File: config.mk
export PLATFORM = sky130hd
export DESIGN_NAME = abz_encoder_field_flags
export DESIGN_NICKNAME = d
export VERILOG_FILES = /design/src/abz_field_pkg.sv /design/src/sync_two_flop.sv /design/src/field_flag.sv /design/src/abz_encoder_field_flags.sv
export SDC_FILE = /design/constraint.sdc
export NUM_CORES = 1
export LEC_CHECK = 0
export BUFFER_PORTS_ARGS = -buffer_cell sky130_fd_sc_hd__buf_2
export CORE_MARGIN = 2
export CORE_UTILIZATION = 72
export DETAILED_ROUTE_END_ITERATION = 12
export PLACE_DENSITY = 0.9
export REMOVE_ABC_BUFFERS = 1
export SLEW_MARGIN = 10
export SYNTH_ARGS = -nofsm -noshare
export SYNTH_HDL_FRONTEND = slang
export SYNTH_SLANG_ARGS = --single-unit
File: constraint.sdc
create_clock -name MCLK -period 31.4 [get_ports MCLK]
set_clock_uncertainty 0.2 [all_clocks]
set_input_delay 1.57 -clock MCLK [delete_from_list [all_inputs] [get_ports MCLK]]
set_output_delay 1.57 -clock MCLK [all_outputs]
set_load 0.02 [all_outputs]
File: src/abz_field_pkg.sv
package abz_field_pkg;

  // clock and ABZ update rate, in MHz
  localparam int CLK_MHZ        = 25;
  localparam int ABZ_UPDATE_MHZ = 16;

  // register offsets, SPI 5-bit address space
  localparam logic [4:0] ADDR_PULSE_LOW_INDEX = 5'h04;
  localparam logic [4:0] ADDR_PULSE_HIGH      = 5'h05;
  localparam logic [4:0] ADDR_FIELD_THRESH    = 5'h06;
  localparam logic [4:0] ADDR_FILTER_WINDOW   = 5'h0E;
  localparam logic [4:0] ADDR_INCR_HYST       = 5'h10;
  localparam logic [4:0] ADDR_ALARM_STATUS    = 5'h1B;

  // reset values: pulse count code 1023, index shape 0000
  localparam logic [7:0] RST_PULSE_LOW_INDEX = 8'hC0;
  localparam logic [7:0] RST_PULSE_HIGH      = 8'hFF;
  localparam logic [7:0] RST_FIELD_THRESH    = 8'h1C;
  localparam logic [7:0] RST_FILTER_WINDOW   = 8'h77;
  localparam logic [7:0] RST_INCR_HYST       = 8'h9C;

  // field positions
  localparam int PCL_POS    = 6;   // pulse count code bits 1:0 in reg 0x4
  localparam int SHAPE_POS  = 0;   // index shape select bits 3:0 in reg 0x4
  localparam int LOWTH_POS  = 5;   // low field threshold bits 7:5
  localparam int HIGHTH_POS = 2;   // high field threshold bits 4:2
  localparam int FHIGH_POS  = 7;   // status bit of high field flag
  localparam int FLOW_POS   = 6;   // status bit of low field flag

  // SPI frame commands
  localparam logic [2:0] CMD_READ  = 3'b010;
  localparam logic [2:0] CMD_WRITE = 3'b100;
  localparam logic [4:0] SPI_FRAME_BITS = 5'd16;

  // filter window codes: first code, spacing, number of codes
  localparam logic [7:0] FW_FIRST_CODE = 8'd51;
  localparam logic [7:0] FW_CODE_STEP  = 8'd17;
  localparam logic [3:0] FW_CODE_COUNT = 4'd9;
  localparam logic [3:0] FW_DEFAULT_SHIFT = 4'd4;   // code 119, 1024 us

  // field thresholds in mT, rising trip per code; falling is 6 mT lower
  localparam logic [7:0] FLAG_HYST_MT = 8'd6;
  localparam logic [7:0] FIELD_RISE_MT [8] = '{8'd26, 8'd41, 8'd56, 8'd70,
                                               8'd84, 8'd98, 8'd112, 8'd126};

endpackage

File: src/sync_two_flop.sv
`timescale 1ns/1ns
`default_nettype none
module sync_two_flop
  import abz_field_pkg::*;
#(
  parameter logic RESET_VALUE = 1'b0
) (
  input  wire logic clk,       // destination clock
  input  wire logic rst,       // asynchronous, active high
  input  wire logic din,       // asynchronous level
  output logic      dout       // synchronised level
);

  typedef struct packed {
    logic s1;
    logic s2;
  } sync_state_t;

  sync_state_t st;
  sync_state_t next_st;

  // first stage feeds only the second one
  always_comb begin
    next_st.s1 = din;
    next_st.s2 = st.s1;
  end

  always_ff @(posedge clk or posedge rst) begin
    if (rst) begin
      st <= {RESET_VALUE, RESET_VALUE};
    end else begin
      st <= next_st;
    end
  end

  assign dout = st.s2;

endmodule
`default_nettype wire

File: src/field_flag.sv
`timescale 1ns/1ns
`default_nettype none
module field_flag
  import abz_field_pkg::*;
#(
  parameter logic HIGH_SIDE = 1'b1
) (
  input  wire logic       clk,        // system clock
  input  wire logic       rst,        // asynchronous, active high
  input  wire logic [7:0] field_mt,   // field strength in mT
  input  wire logic [2:0] code,       // threshold code
  output logic            flag        // registered alarm flag
);

  typedef struct packed {
    logic flag;
  } flag_state_t;

  flag_state_t st;
  flag_state_t next_st;
  logic [7:0]  rise_mt;
  logic [7:0]  fall_mt;

  // trip points 6 mT apart; each flag has its own threshold
  always_comb begin
    rise_mt = FIELD_RISE_MT[code];
    fall_mt = rise_mt - FLAG_HYST_MT;
    next_st = st;
    if (HIGH_SIDE) begin
      if (field_mt > rise_mt) begin
        next_st.flag = 1'b1;
      end else if (field_mt < fall_mt) begin
        next_st.flag = 1'b0;
      end
    end else begin
      if (field_mt < fall_mt) begin
        next_st.flag = 1'b1;
      end else if (field_mt > rise_mt) begin
        next_st.flag = 1'b0;
      end
    end
  end

  always_ff @(posedge clk or posedge rst) begin
    if (rst) begin
      st <= '0;
    end else begin
      st <= next_st;
    end
  end

  assign flag = st.flag;

endmodule
`default_nettype wire

File: src/abz_encoder_field_flags.sv
// Notes on behaviour
// - low flag when field below low threshold, high flag above high threshold.
// - both flags switch with about 6 mT hysteresis.
// - two three-bit threshold codes share register 6.
// - code 000 trips 26/20 mT, code 111 trips 126/120 mT, about 14 mT steps.
// - low code may exceed high code; flags evaluated independently.
// - status reg 27 bit 7 high flag, bit 6 low flag; also on pins.
// - read frame 010, address, zeros; register returned in the next frame.
// - filter window codes 51..187 step 17 give 64..16384 us; 119 default.
// - 12-bit encoder emulation, B a quarter period from A.
// - A pulses per turn equal pulse count code plus one; four edges each.
// - pulse count low two bits in reg 4 bits 7:6, high eight in reg 5.
// - pulse count code resets to 1023.
// - index Z rises once per turn, at the zero angle when index shape bits 1:0 are 00.
// - index shape 0000: Z rises with B falling, half a pulse long.
// - 8-bit hysteresis code sets ABZ angular hysteresis; 156 default.
// - ABZ state recomputed at 16 MHz; at most one edge per update.
`timescale 1ns/1ns
`default_nettype none
module abz_encoder_field_flags
  import abz_field_pkg::*;
(
  input  wire logic        MCLK,            // 25 MHz clock
  input  wire logic        SYS_RST,         // asynchronous reset, active high
  input  wire logic [15:0] ANGLE,           // filtered absolute angle, full turn = 2^16
  input  wire logic [7:0]  FIELD_MT,        // field strength in mT
  input  wire logic        SCLK,            // SPI clock pin
  input  wire logic        CS_N,            // SPI chip select pin, active low
  input  wire logic        MOSI,            // SPI data in pin
  output logic             MISO,            // SPI data out
  output logic             MISO_OE,         // high while MISO is driven
  output logic             A_OUT,           // quadrature channel A
  output logic             B_OUT,           // quadrature channel B
  output logic             Z_OUT,           // index output
  output logic             FIELD_LOW_PIN,   // low field alarm pin
  output logic             FIELD_HIGH_PIN,  // high field alarm pin
  output logic [3:0]       FILTER_SHIFT     // filter time constant = 64 us << shift
);

  // block state apart from synchronisers and field flags in one register, advanced on every rising MCLK edge
  // ABZ levels live here too, so they leave from flip-flops
  // and cannot glitch while the edge index moves
  typedef struct packed {
    logic        sclk_d;
    logic        cs_n_d;
    logic [15:0] rx_sh;
    logic [15:0] tx_sh;
    logic [4:0]  bit_cnt;
    logic [15:0] tx_word;
    logic [7:0]  pulse_count_low_index_shape;
    logic [7:0]  pulse_count_high;
    logic [7:0]  field_threshold_config;
    logic [7:0]  filter_window_size;
    logic [7:0]  incremental_hysteresis;
    logic [3:0]  filter_shift;
    logic [4:0]  rate_acc;
    logic [11:0] edge_pos;
    logic        a;
    logic        b;
    logic        z;
  } core_state_t;

  core_state_t st;
  core_state_t next_st;

  // synchronised pins, decoded configuration fields and the
  // combinational terms of the ABZ engine
  logic        sclk_s;
  logic        cs_n_s;
  logic        mosi_s;
  logic        field_low_flag;
  logic        field_high_flag;
  logic [9:0]  pulse_count_code;
  logic [3:0]  index_shape_select;
  logic [2:0]  low_field_threshold;
  logic [2:0]  high_field_threshold;
  logic [12:0] edges_per_rev;
  logic [15:0] hyst_angle;
  logic [11:0] pos_lag;
  logic [11:0] pos_lead;
  logic [12:0] ahead;
  logic [12:0] behind;
  logic [12:0] z_dist;
  logic [2:0]  z_len;
  logic [5:0]  acc_sum;
  logic        abz_tick;
  logic [15:0] rx_word;
  logic [7:0]  read_data;
  logic [4:0]  hit_addr;

  // SPI pins come from outside the clock domain
  // two flops keep metastability away from the decode; the cost is about
  // three MCLK of latency, so each SCLK phase must last four MCLK or more
  sync_two_flop #(.RESET_VALUE(1'b0)) u_sync_sclk (
    .clk  (MCLK),
    .rst  (SYS_RST),
    .din  (SCLK),
    .dout (sclk_s)
  );

  sync_two_flop #(.RESET_VALUE(1'b1)) u_sync_cs (
    .clk  (MCLK),
    .rst  (SYS_RST),
    .din  (CS_N),
    .dout (cs_n_s)
  );

  sync_two_flop #(.RESET_VALUE(1'b0)) u_sync_mosi (
    .clk  (MCLK),
    .rst  (SYS_RST),
    .din  (MOSI),
    .dout (mosi_s)
  );

  // configuration fields
  // the pulse count code straddles two registers
  assign pulse_count_code     = {st.pulse_count_high,
                                 st.pulse_count_low_index_shape[PCL_POS +: 2]};
  assign index_shape_select   = st.pulse_count_low_index_shape[SHAPE_POS +: 4];
  assign low_field_threshold  = st.field_threshold_config[LOWTH_POS +: 3];
  assign high_field_threshold = st.field_threshold_config[HIGHTH_POS +: 3];

  // separate instances, so a low code above the high code is fine
  // the field value comes from logic on MCLK, so no synchroniser;
  // each flag keeps its own hysteresis state
  field_flag #(.HIGH_SIDE(1'b0)) u_flag_low (
    .clk      (MCLK),
    .rst      (SYS_RST),
    .field_mt (FIELD_MT),
    .code     (low_field_threshold),
    .flag     (field_low_flag)
  );

  field_flag #(.HIGH_SIDE(1'b1)) u_flag_high (
    .clk      (MCLK),
    .rst      (SYS_RST),
    .field_mt (FIELD_MT),
    .code     (high_field_threshold),
    .flag     (field_high_flag)
  );

  // hysteresis code to angle, 2^16 per turn; unlisted codes use the default
  // falling back to the default keeps a mistyped code from
  // shrinking the window to zero, where noise would toggle A and B
  function automatic logic [15:0] hyst_lookup(input logic [7:0] code);
    case (code)
      8'hC8:   hyst_lookup = 16'h000F;   // 0.08 deg
      8'hBC:   hyst_lookup = 16'h0019;   // 0.14 deg
      8'h94:   hyst_lookup = 16'h0021;   // 0.18 deg
      8'h98:   hyst_lookup = 16'h0042;   // 0.36 deg
      8'h74:   hyst_lookup = 16'h007F;   // 0.70 deg
      8'h78:   hyst_lookup = 16'h00FF;   // 1.4 deg
      8'h7C:   hyst_lookup = 16'h017E;   // 2.1 deg
      8'h54:   hyst_lookup = 16'h01FE;   // 2.8 deg
      default: hyst_lookup = 16'h005F;   // 0.52 deg
    endcase
  endfunction

  // angle to edge index, 0 .. edges_per_rev-1
  // the full product is kept, so the index is an exact floor
  function automatic logic [11:0] angle_to_edge(input logic [15:0] ang, input logic [12:0] n);
    logic [28:0] prod;
    prod = ang * n;
    angle_to_edge = prod[27:16];
  endfunction

  // (x - y) modulo n, both operands below n
  // no divider needed: one conditional wrap is enough
  function automatic logic [12:0] mod_sub(input logic [12:0] x, input logic [12:0] y,
                                          input logic [12:0] n);
    if (x >= y) begin
      mod_sub = x - y;
    end else begin
      mod_sub = x + n - y;
    end
  endfunction

  // encoder geometry and hysteresis window
  // lagging and leading positions sit one hysteresis width either
  // side of the angle, so a reversal must cross the whole window
  always_comb begin
    edges_per_rev = 13'({3'b000, pulse_count_code} + 13'd1) << 2;
    hyst_angle    = hyst_lookup(st.incremental_hysteresis);
    pos_lag       = angle_to_edge(ANGLE - hyst_angle, edges_per_rev);
    pos_lead      = angle_to_edge(ANGLE + hyst_angle, edges_per_rev);
    ahead         = mod_sub({1'b0, pos_lag}, {1'b0, st.edge_pos}, edges_per_rev);
    behind        = mod_sub({1'b0, st.edge_pos}, {1'b0, pos_lead}, edges_per_rev);
    z_dist        = mod_sub({1'b0, st.edge_pos}, {11'd0, index_shape_select[1:0]},
                            edges_per_rev);
    // index length in quarter periods; 0000 gives half an A pulse
    case (index_shape_select[3:2])
      2'b00:   z_len = 3'd2;
      2'b01:   z_len = 3'd1;
      2'b10:   z_len = 3'd3;
      default: z_len = 3'd4;
    endcase
  end

  // 16 MHz update tick from 25 MHz by fractional accumulation
  // the average rate is exact, but ticks are irregular: one or two
  // MCLK apart; the sum stays below 41, so six bits suffice
  always_comb begin
    acc_sum  = {1'b0, st.rate_acc} + 6'(ABZ_UPDATE_MHZ);
    abz_tick = (acc_sum >= 6'(CLK_MHZ));
  end

  // register read mux; unmapped addresses read zero
  // the address comes from the shifter while the frame ends
  always_comb begin
    rx_word  = {st.rx_sh[14:0], mosi_s};
    hit_addr = st.rx_sh[12:8];
    case (hit_addr)
      ADDR_PULSE_LOW_INDEX: read_data = st.pulse_count_low_index_shape;
      ADDR_PULSE_HIGH:      read_data = st.pulse_count_high;
      ADDR_FIELD_THRESH:    read_data = st.field_threshold_config;
      ADDR_FILTER_WINDOW:   read_data = st.filter_window_size;
      ADDR_INCR_HYST:       read_data = st.incremental_hysteresis;
      ADDR_ALARM_STATUS:    read_data = {field_high_flag, field_low_flag, 6'd0};
      default:              read_data = 8'h00;
    endcase
  end

  // next state: SPI slave, register file, filter decode, ABZ engine
  // every field holds unless a branch updates it, so a slow
  // SPI frame and the ABZ engine never disturb each other
  always_comb begin
    next_st        = st;
    next_st.sclk_d = sclk_s;
    next_st.cs_n_d = cs_n_s;

    // frame start loads the answer prepared by the previous frame
    // MOSI is taken on the SCLK rise, MISO moves on the fall
    if (st.cs_n_d && !cs_n_s) begin
      next_st.bit_cnt = 5'd0;
      next_st.tx_sh   = st.tx_word;
    end else if (!cs_n_s) begin
      if (!st.sclk_d && sclk_s) begin
        next_st.rx_sh = rx_word;
        if (st.bit_cnt != SPI_FRAME_BITS) begin
          next_st.bit_cnt = st.bit_cnt + 5'd1;
        end
      end else if (st.sclk_d && !sclk_s) begin
        next_st.tx_sh = {st.tx_sh[14:0], 1'b0};
      end
    end

    // frame end: decode only full 16-bit frames
    // a cut frame is dropped and the next answer is zero; the count
    // stops at 16, so an overlong frame is decoded from its last 16 bits
    if (!st.cs_n_d && cs_n_s) begin
      next_st.tx_word = 16'h0000;
      if (st.bit_cnt == SPI_FRAME_BITS) begin
        if (st.rx_sh[15:13] == CMD_READ) begin
          next_st.tx_word = {read_data, 8'h00};
        end else if (st.rx_sh[15:13] == CMD_WRITE) begin
          case (hit_addr)
            ADDR_PULSE_LOW_INDEX: next_st.pulse_count_low_index_shape = st.rx_sh[7:0];
            ADDR_PULSE_HIGH:      next_st.pulse_count_high            = st.rx_sh[7:0];
            ADDR_FIELD_THRESH:    next_st.field_threshold_config      = st.rx_sh[7:0];
            ADDR_FILTER_WINDOW:   next_st.filter_window_size          = st.rx_sh[7:0];
            ADDR_INCR_HYST:       next_st.incremental_hysteresis      = st.rx_sh[7:0];
            default:              next_st.tx_word                     = 16'h0000;
          endcase
        end
      end
    end

    // only listed window codes change the time constant; others keep the last one
    // the filter never sees a time constant outside its table
    for (int k = 0; k < FW_CODE_COUNT; k++) begin
      if (st.filter_window_size == 8'(FW_FIRST_CODE + FW_CODE_STEP * k)) begin
        next_st.filter_shift = 4'(k);
      end
    end

    // one quarter-period step per update at most
    // a fast shaft may leave the index behind the angle; it
    // catches up one step per tick instead of jumping, so the
    // controller never sees A and B change together
    if (abz_tick) begin
      next_st.rate_acc = 5'(acc_sum - 6'(CLK_MHZ));
      if ({1'b0, st.edge_pos} >= edges_per_rev) begin
        next_st.edge_pos = 12'd0;                       // pulse count shrank
      end else if (ahead != 13'd0 && ahead < (edges_per_rev >> 1)) begin
        next_st.edge_pos = ({1'b0, st.edge_pos} + 13'd1 == edges_per_rev) ?
                           12'd0 : st.edge_pos + 12'd1;
      end else if (behind != 13'd0 && behind < (edges_per_rev >> 1)) begin
        next_st.edge_pos = (st.edge_pos == 12'd0) ?
                           12'(edges_per_rev - 13'd1) : st.edge_pos - 12'd1;
      end
    end else begin
      next_st.rate_acc = acc_sum[4:0];
    end

    // outputs follow the edge index; B lags A by a quarter period
    // Z uses the same index, so it moves in step with A and B
    case (st.edge_pos[1:0])
      2'b00:   {next_st.a, next_st.b} = 2'b00;
      2'b01:   {next_st.a, next_st.b} = 2'b10;
      2'b10:   {next_st.a, next_st.b} = 2'b11;
      default: {next_st.a, next_st.b} = 2'b01;
    endcase
    next_st.z = (z_dist < {10'd0, z_len});
  end

  // state register; reset loads configuration defaults and an
  // idle select, so no false frame start follows reset
  always_ff @(posedge MCLK or posedge SYS_RST) begin
    if (SYS_RST) begin
      st                             <= '0;
      st.sclk_d                      <= 1'b0;
      st.cs_n_d                      <= 1'b1;
      st.pulse_count_low_index_shape <= RST_PULSE_LOW_INDEX;
      st.pulse_count_high            <= RST_PULSE_HIGH;
      st.field_threshold_config      <= RST_FIELD_THRESH;
      st.filter_window_size          <= RST_FILTER_WINDOW;
      st.incremental_hysteresis      <= RST_INCR_HYST;
      st.filter_shift                <= FW_DEFAULT_SHIFT;
    end else begin
      st <= next_st;
    end
  end

  // pins show the flag states continuously
  // MISO is driven only while the synchronised select is low
  assign FIELD_LOW_PIN  = field_low_flag;
  assign FIELD_HIGH_PIN = field_high_flag;
  assign MISO           = st.tx_sh[15];
  assign MISO_OE        = !st.cs_n_d;
  assign A_OUT          = st.a;
  assign B_OUT          = st.b;
  assign Z_OUT          = st.z;
  assign FILTER_SHIFT   = st.filter_shift;

endmodule
`default_nettype wire

# After elaboration in Yosys (flattened, before gate mapping)
# Memories as Yosys holds them, arrays and structs flattened.
# Index checks and enable logic that the tools add are counted.
# Widths: inputs -> output; s select.
[totals] rom_bits=128 register_bits=127 memories=2
[op_classes] mux=45 mul=2 reduce_logical=31 magnitude_cmp=14 eq_ne=34 n_addsub=20 bitwise_logic=5
[mem_list] memory="(no name shown)" depth=8 word_bits=8 read_ports=1 rd_clocked_by_memory_dff=0 write_ports=0 line="field_flag.sv:26" rtl="rise_mt = FIELD_RISE_MT[code];"
[mem_list] memory="(no name shown)" depth=8 word_bits=8 read_ports=1 rd_clocked_by_memory_dff=0 write_ports=0 line="field_flag.sv:26"
[ops] operator="$mux 40" count=2
[ops] operator="$mux 8" count=9
[ops] operator="$pmux 9 s8" count=1
[ops] operator="$eq 8x7->1 const B" count=8
[ops] operator="$eq 8x8->1 const B" count=8
[ops] operator="$mux 12" count=5
[ops] operator="$mux 56" count=1
[ops] operator="$mul 16x11->26" count=2
[ops] operator="$mux 16" count=3
[ops] operator="$pmux 8 s6" count=1
[ops] operator="$mux 21" count=2
[ops] operator="$mux 13" count=3
[ops] operator="$mux 4" count=9
[ops] operator="$add 12x13->13" count=2
[ops] operator="$lt 13x12->1" count=2
[ops] operator="$reduce_bool 13->1" count=2
[ops] operator="$sub 12x12->13" count=2
[ops] operator="$sub 13x12->13" count=2
[ops] operator="$reduce_and 5->1" count=5
[ops] operator="$ge 12x12->1" count=2
[ops] operator="$sub 12x1->12 const B" count=2
[ops] operator="$add 16x16->16" count=1
[ops] operator="$gt 8x8->1" count=2
[ops] operator="$lt 8x8->1" count=2
[ops] operator="other kinds (41)" count=73

# Depth between registers and ports, before layout
[logic_depth] depth_word=11 ltp_mapped=60 depth_no_buf=57

# By module
# A second synthesis with hierarchy kept.
[hier_totals] cells_unflattened=2666 hier_area_um2=23027.1
[by_module_without_submodules] mod="abz_encoder_field_flags" area_each_um2=21593.2 cells_each=2496 seq_area_each_um2=2608.8 instances=1
[by_module_without_submodules] mod="field_flag (u_flag_low)" area_each_um2=659.4 cells_each=85 seq_area_each_um2=25.0 instances=1
[by_module_without_submodules] mod="field_flag (u_flag_high)" area_each_um2=610.6 cells_each=76 seq_area_each_um2=25.0 instances=1
[by_module_without_submodules] mod="sync_two_flop (u_sync_mosi ...)" area_each_um2=53.8 cells_each=3 seq_area_each_um2=50.0 instances=2
[by_module_without_submodules] mod="sync_two_flop (u_sync_cs)" area_each_um2=56.3 cells_each=3 seq_area_each_um2=52.6 instances=1

# Least setup slack after synthesis
# No wires, ideal clock.
[synth_timing] kind="input to register" startpoint="in ANGLE[0]" endpoint="reg st[10] in the netlist's numbering" path_stages=55 t_arrival_ns=12.262 slack_ns=18.856 cell_sequence="inv_1 -> ha_1 -> fa_1 -> o21bai_1 -> a21oi_1 -> o21bai_1 -> a21oi_1 -> o21bai_1 -> a21oi_1 -> nor2_1 -> or4_1 -> nor2_1 -> xnor2_1 -> clkbuf_1 -> or2_2 -> fa_1 -> inv_1 -> fa_1 -> [19 not listed] -> nand2_1 -> buf_6 -> inv_1 -> nor2_1 -> nor2_1 -> ha_1 -> o21a_1 -> o21ai_0 -> nand2b_1 -> a21oi_1 -> o21ai_0 -> a21oi_1 -> o21ai_0 -> nor3_1 -> o311ai_4 -> buf_6 -> or2_2 -> a31oi_1"
[synth_between] elab_chain_cells=9
[synth_rtl] item="start: declaration" line="abz_encoder_field_flags.sv:25" rtl="input wire logic [15:0] ANGLE,"
[synth_rtl] item="$sub 16x16->16" line="abz_encoder_field_flags.sv:184" rtl="pos_lag = angle_to_edge(ANGLE - hyst_angle, edges_per_rev);"
[synth_rtl] item="$mul 16x11->26" line="abz_encoder_field_flags.sv:163" rtl="prod = ang * n;"
[synth_rtl] item="$add 12x13->13" line="abz_encoder_field_flags.sv:174" rtl="mod_sub = x + n - y;"
[synth_rtl] item="$sub 13x12->13" line="abz_encoder_field_flags.sv:174"
[synth_rtl] item="$mux 13" line="abz_encoder_field_flags.sv:171" rtl="if (x >= y) begin"
[synth_rtl] item="$lt 13x12->1 / $reduce_bool 13->1 (equally long branches)" line="abz_encoder_field_flags.sv:284" rtl="end else if (ahead != 13'd0 && ahead < (edges_per_rev >> 1)) begin"
[synth_rtl] item="$logic_and 1x1->1" line="abz_encoder_field_flags.sv:284"
[synth_rtl] item="$reduce_bool 3->1 (no source line) / $mux 12 (equally long branches)"
[synth_rtl] item="$reduce_and 2->1 (no source line) / $mux 12 (equally long branches)"
[synth_rtl] item="end signal: assignment" line="abz_encoder_field_flags.sv:320" rtl="st <= next_st;"
[synth_rtl] item="end: declaration" line="abz_encoder_field_flags.sv:63" rtl="core_state_t st;"
# Several ways; a longest one is shown, not always the timed one.
# A chain may end at the register's enable or synchronous reset.

# Worst setup path after layout
[layout_timing] startpoint="reg st[24] in the netlist's numbering" endpoint="reg st[13] in the netlist's numbering"
[layout_between] elab_chain_cells=11
[layout_rtl] item="$eq 8x7->1 / $eq 8x8->1 (equally long branches)" line="abz_encoder_field_flags.sv:146" rtl="case (code)"
[layout_rtl] item="$pmux 9 s8 *" line="abz_encoder_field_flags.sv:146"
[layout_rtl] item="$sub 16x16->16" line="abz_encoder_field_flags.sv:184"
[layout_rtl] item="$mul 16x11->26" line="abz_encoder_field_flags.sv:163"
[layout_rtl] item="$add 12x13->13" line="abz_encoder_field_flags.sv:174"
[layout_rtl] item="$sub 13x12->13" line="abz_encoder_field_flags.sv:174"
[layout_rtl] item="$mux 13" line="abz_encoder_field_flags.sv:171"
[layout_rtl] item="$lt 13x12->1 / $reduce_bool 13->1 (equally long branches)" line="abz_encoder_field_flags.sv:284"
[layout_rtl] item="$logic_and 1x1->1" line="abz_encoder_field_flags.sv:284"
[layout_rtl] item="$reduce_bool 3->1 (no source line) / $mux 12 (equally long branches)"
[layout_rtl] item="$reduce_and 2->1 (no source line) / $mux 12 (equally long branches)"
# Mark *: on every way between the ends. The rest lies on a longest branch, timed or not.

==> flow_results.xml <==
<?xml version="1.0" encoding="UTF-8"?>
<metrics>
  <group name="floorplan">
    <metric name="floorplan.die_area" unit="um2">32450</metric>
    <metric name="die_w" unit="um">180.1</metric>
    <metric name="core_ar" unit="um2">30590</metric>
    <metric name="floorplan.initialDensity" unit="">0.7301</metric>
    <metric name="top_level_ports" unit="">40</metric>
    <metric name="rows" unit="">64</metric>
    <metric name="chipHeight" unit="um">180.1</metric>
  </group>
  <group name="power">
    <metric name="powerDensity" unit="nW/um2">40.45</metric>
    <metric name="vdd.ir_drop.worst" unit="mV">0.04669</metric>
    <metric name="net_sw_frac" unit="">0.4932</metric>
    <metric name="p_int" unit="mW">0.4752</metric>
    <metric name="comb_pwr_share" unit="">0.670</metric>
    <metric name="power_frac_seq" unit="">0.200</metric>
    <metric name="total_leakage_power" unit="nW">11.55</metric>
    <metric name="p_sw" unit="mW">0.4625</metric>
    <metric name="clock_power_share" unit="">0.130</metric>
  </group>
  <group name="critical_path">
    <metric name="regToRegSetupSlack" unit="ns">16.92</metric>
    <metric name="worst-setup-path-type" unit="">flip-flop to flip-flop</metric>
    <metric name="reg2regPathDepth" unit="">54</metric>
    <metric name="slowest_delay" unit="ns">0.55</metric>
    <metric name="cp-startpoint" unit="">st[24]</metric>
    <metric name="critical_path_s_slowest_cell" unit="">sky130_fd_sc_hd__fa_1</metric>
    <metric name="crit_end" unit="">st[13]</metric>
    <metric name="critical_path.most_common_cell" unit="">sky130_fd_sc_hd__nor2_1</metric>
    <metric name="cp_max_fo" unit="">21</metric>
    <metric name="crit_required" unit="ns">31.47</metric>
    <metric name="rr_startpoint" unit="">st[24]</metric>
    <metric name="r2r-end" unit="">st[13]</metric>
    <metric name="worst_setup_path_end_kind" unit="">flip-flop</metric>
    <metric name="critPathLaunchType" unit="">flip-flop</metric>
    <metric name="crit_arrival" unit="ns">14.54</metric>
  </group>
  <group name="run">
    <metric name="max-cap-violations" unit="">0</metric>
  </group>
  <group name="synth">
    <metric name="ys_warns" unit="">0</metric>
    <metric name="yosys_most_used_dff" unit="">sky130_fd_sc_hd__dfrtp_1</metric>
    <metric name="synth_cells" unit="">2609</metric>
    <metric name="synth_most_common_cell" unit="">sky130_fd_sc_hd__inv_1</metric>
    <metric name="synth_edf_count" unit="">0</metric>
    <metric name="largest_area_contributor_in_the_synthesized_netlist" unit="">sky130_fd_sc_hd__fa_1</metric>
    <metric name="synth_seq_area_share" unit="">0.1259</metric>
    <metric name="synth.cell_area" unit="um2">22330</metric>
    <metric name="synthDominantCellAreaShare" unit="">0.2357</metric>
    <metric name="ys_seq_elements" unit="">111</metric>
    <metric name="top_cells_by_area_in_the_synthesized_netlist" unit="">sky130_fd_sc_hd__fa_1 (24%), sky130_fd_sc_hd__ha_1 (16%), sky130_fd_sc_hd__dfrtp_1 (9.4%)</metric>
    <metric name="avgSynthCellArea" unit="um2">8.560</metric>
    <metric name="yosysUniqueCellTypes" unit="">83</metric>
    <metric name="synth_commonest_cells" unit="">sky130_fd_sc_hd__inv_1 (378), sky130_fd_sc_hd__ha_1 (285), sky130_fd_sc_hd__fa_1 (263)</metric>
    <metric name="synthArstFlopShare" unit="">1.000</metric>
  </group>
  <group name="grt">
    <metric name="grt_pass1_vias" unit="">19660</metric>
    <metric name="grt_max_degree" unit="">76</metric>
    <metric name="grt_antenna_before_repair" unit="">0</metric>
    <metric name="grtUsageTotal" unit="">0.3919</metric>
    <metric name="grt_pass1_wl" unit="um">101300</metric>
    <metric name="grt_overflow" unit="">0</metric>
  </group>
  <group name="final_layout">
    <metric name="post_layout_util" unit="">0.7579</metric>
    <metric name="count_of_nets_after_finishing" unit="">3168</metric>
    <metric name="area_growth" unit="%">3.804</metric>
    <metric name="multi_input_gate_area_in_the_final_layout" unit="um2">17680</metric>
    <metric name="diodes" unit="">0</metric>
    <metric name="post_route_cells_drive_above_1_share" unit="">0.08706</metric>
    <metric name="final-seq-area" unit="um2">2811</metric>
    <metric name="fillers" unit="">2092</metric>
    <metric name="postLayoutCellArea" unit="um2">23180</metric>
  </group>
  <group name="placed_design">
    <metric name="io_buffer_count" unit="">39</metric>
    <metric name="detailedPlacementHpwl" unit="um">48910</metric>
    <metric name="gp_congestion" unit="">0.9835</metric>
    <metric name="place_area" unit="um2">22880</metric>
  </group>
  <group name="timing">
    <metric name="hold_viol" unit="">0</metric>
    <metric name="fin_worst_hold_slack" unit="ns">0.1525</metric>
    <metric name="fmax" unit="MHz">69.07</metric>
    <metric name="final_critical_path_required_period" unit="ns">14.48</metric>
    <metric name="grt_setup_unrepaired" unit="">no</metric>
    <metric name="setup_viol" unit="">0</metric>
    <metric name="tightest_slew" unit="ns">1.215</metric>
    <metric name="layout_worst_path_cycle_share" unit="">0.4611</metric>
    <metric name="final.setup.tns" unit="ns">0</metric>
    <metric name="finalMaxSlewViolations" unit="">0</metric>
    <metric name="slew_headroom" unit="">0.1835</metric>
  </group>
  <group name="status">
    <metric name="status" unit="">finished clean</metric>
  </group>
  <group name="clocking">
    <metric name="resized_after_cts" unit="">0</metric>
    <metric name="total_clock_sinks" unit="">111</metric>
    <metric name="path_clk_slew" unit="ns">0.08</metric>
    <metric name="cts_htree_levels" unit="">3</metric>
    <metric name="clockRootBuffer" unit="">sky130_fd_sc_hd__clkbuf_16</metric>
    <metric name="inserted_clock_buffers" unit="">9</metric>
    <metric name="cts_hold_repair.buffers" unit="">0</metric>
    <metric name="clock_tree_from_tritoncts" unit="">done</metric>
    <metric name="clk_latency" unit="ns">0.38</metric>
    <metric name="clk_path_buf_depth" unit="">2</metric>
    <metric name="cts_setup_buffers" unit="">0</metric>
  </group>
  <group name="route">
    <metric name="dr_total_vias" unit="">19210</metric>
    <metric name="firstDrtPassIters" unit="">6</metric>
    <metric name="avgRoutedWirePerCell" unit="um">20.89</metric>
    <metric name="ant_nets" unit="">0</metric>
    <metric name="route.detailed.vias_per_inst" unit="">6.421</metric>
    <metric name="drtIter0Drc" unit="">2116</metric>
    <metric name="drt_drc_violations_left" unit="">0</metric>
    <metric name="wirelength_routed" unit="um">62500</metric>
  </group>
  <group name="min_path">
    <metric name="hold_path.class" unit="">flip-flop to flip-flop</metric>
  </group>
</metrics>
-- worst min path at each step --
stage,startpoint,end,slack (ns),cells past startpoint
3_5_place_dp,u_sync_mosi.next_st[0],u_sync_mosi.dout,0.13,0
4_1_cts,u_sync_mosi.next_st[0],u_sync_mosi.dout,0.15,0
6_report,u_sync_mosi.next_st[0],u_sync_mosi.dout,0.15,0
5_1_grt,u_sync_mosi.next_st[0],u_sync_mosi.dout,0.16,0
3_3_place_gp,u_sync_mosi.next_st[0],u_sync_mosi.dout,0.14,0
2_1_floorplan,u_sync_mosi.next_st[0],u_sync_mosi.dout,0.13,0
-- metal layers --
layer	global-route usage	up-vias	routed length (um)
met2	0.6346	1228	28560
met4	0.1819	0	3494
met3	0.06952	301	6512
met5	0	-	0
met1	0.5161	9181	23940
li1	-	8503	-
-- placed cells by master (no fill, tap or decap), drive strengths merged, types with 49 or more instances in the layout --
cell   count
inv      382
ha       285
fa       263
nor2     256
nand2    248
xnor2    118
o21ai     99
a21oi     98
dfrtp     84
buf       73
xor2      62
mux2      58
nor3      56
nand3     49
-- cell families (layout without fill, tap and decap cells) --
group | after synthesis | count (layout) | synth area share
and+or+nand+nor | 803 | 803 | 0.1654
adders and majority gates | 548 | 548 | 0.3954
DFF | 111 | 111 | 0.1259
buffers and inverters | 486 | 472 | 0.08454
xor gates and xnor gates | 180 | 180 | 0.07059
AOI/OAI and AO/OA | 407 | 407 | 0.1221
muxes | 73 | 73 | 0.03597
other | 1 | 2 | 0.0001679
-- critical path, delay by kind of cell (launching register included) --
kind,cells,cell delay [ns]
buffers and inverters,6,0.86
flip-flops,1,0.41
adder cells (fa/ha/maj),9,3.78
AO/OA/AOI/OAI,22,4.97
AND/OR/NAND/NOR,15,3.52
XOR/XNOR,2,0.58
-- metrics by stage --
step / setup slack, ns / cells / total power [mW]
6_report: 16.92 / 2992 / 0.9378
5_1_grt: 16.08 / 2992 / 1.006
4_1_cts: 17.15 / 2992 / 0.9172
3_5_place_dp: 16.89 / 2976 / 0.7918
3_3_place_gp: 17.39 / 2976 / 0.7742
2_1_floorplan: 18.15 / 2507 / 0.6376
-- sequential cells by signal (all words and copies together), names as in the netlist, 3 cells and up --
| name | cells |
|---|---|
| st | 60 |
| hit_addr | 5 |
| rx_word | 10 |
| high_field_threshold | 3 |
| low_field_threshold | 3 |
| index_shape_select | 4 |
| pulse_count_code | 10 |
| FILTER_SHIFT | 4 |
-- power by group through the flow --
stage | clock network (mW) | registers [mW] | logic [mW]
6_report | 0.122 | 0.188 | 0.628
5_1_grt | 0.128 | 0.188 | 0.691
4_1_cts | 0.123 | 0.185 | 0.610
3_5_place_dp | 0 | 0.187 | 0.604
3_3_place_gp | 0 | 0.187 | 0.587
2_1_floorplan | 0 | 0.177 | 0.460
-- cell type report --
| type | count | share of cell area |
|---|---|---|
| sequential | 111 | 0.1213 |
| multi-input combinational | 2013 | 0.7626 |
| inverter | 383 | 0.06212 |
| tap | 396 | 0.02137 |
| clock buffer | 10 | 0.009876 |
| clock inverter | 6 | 0.003292 |
| timing repair buffer | 73 | 0.01943 |
(Power assumes the default switching activity.)
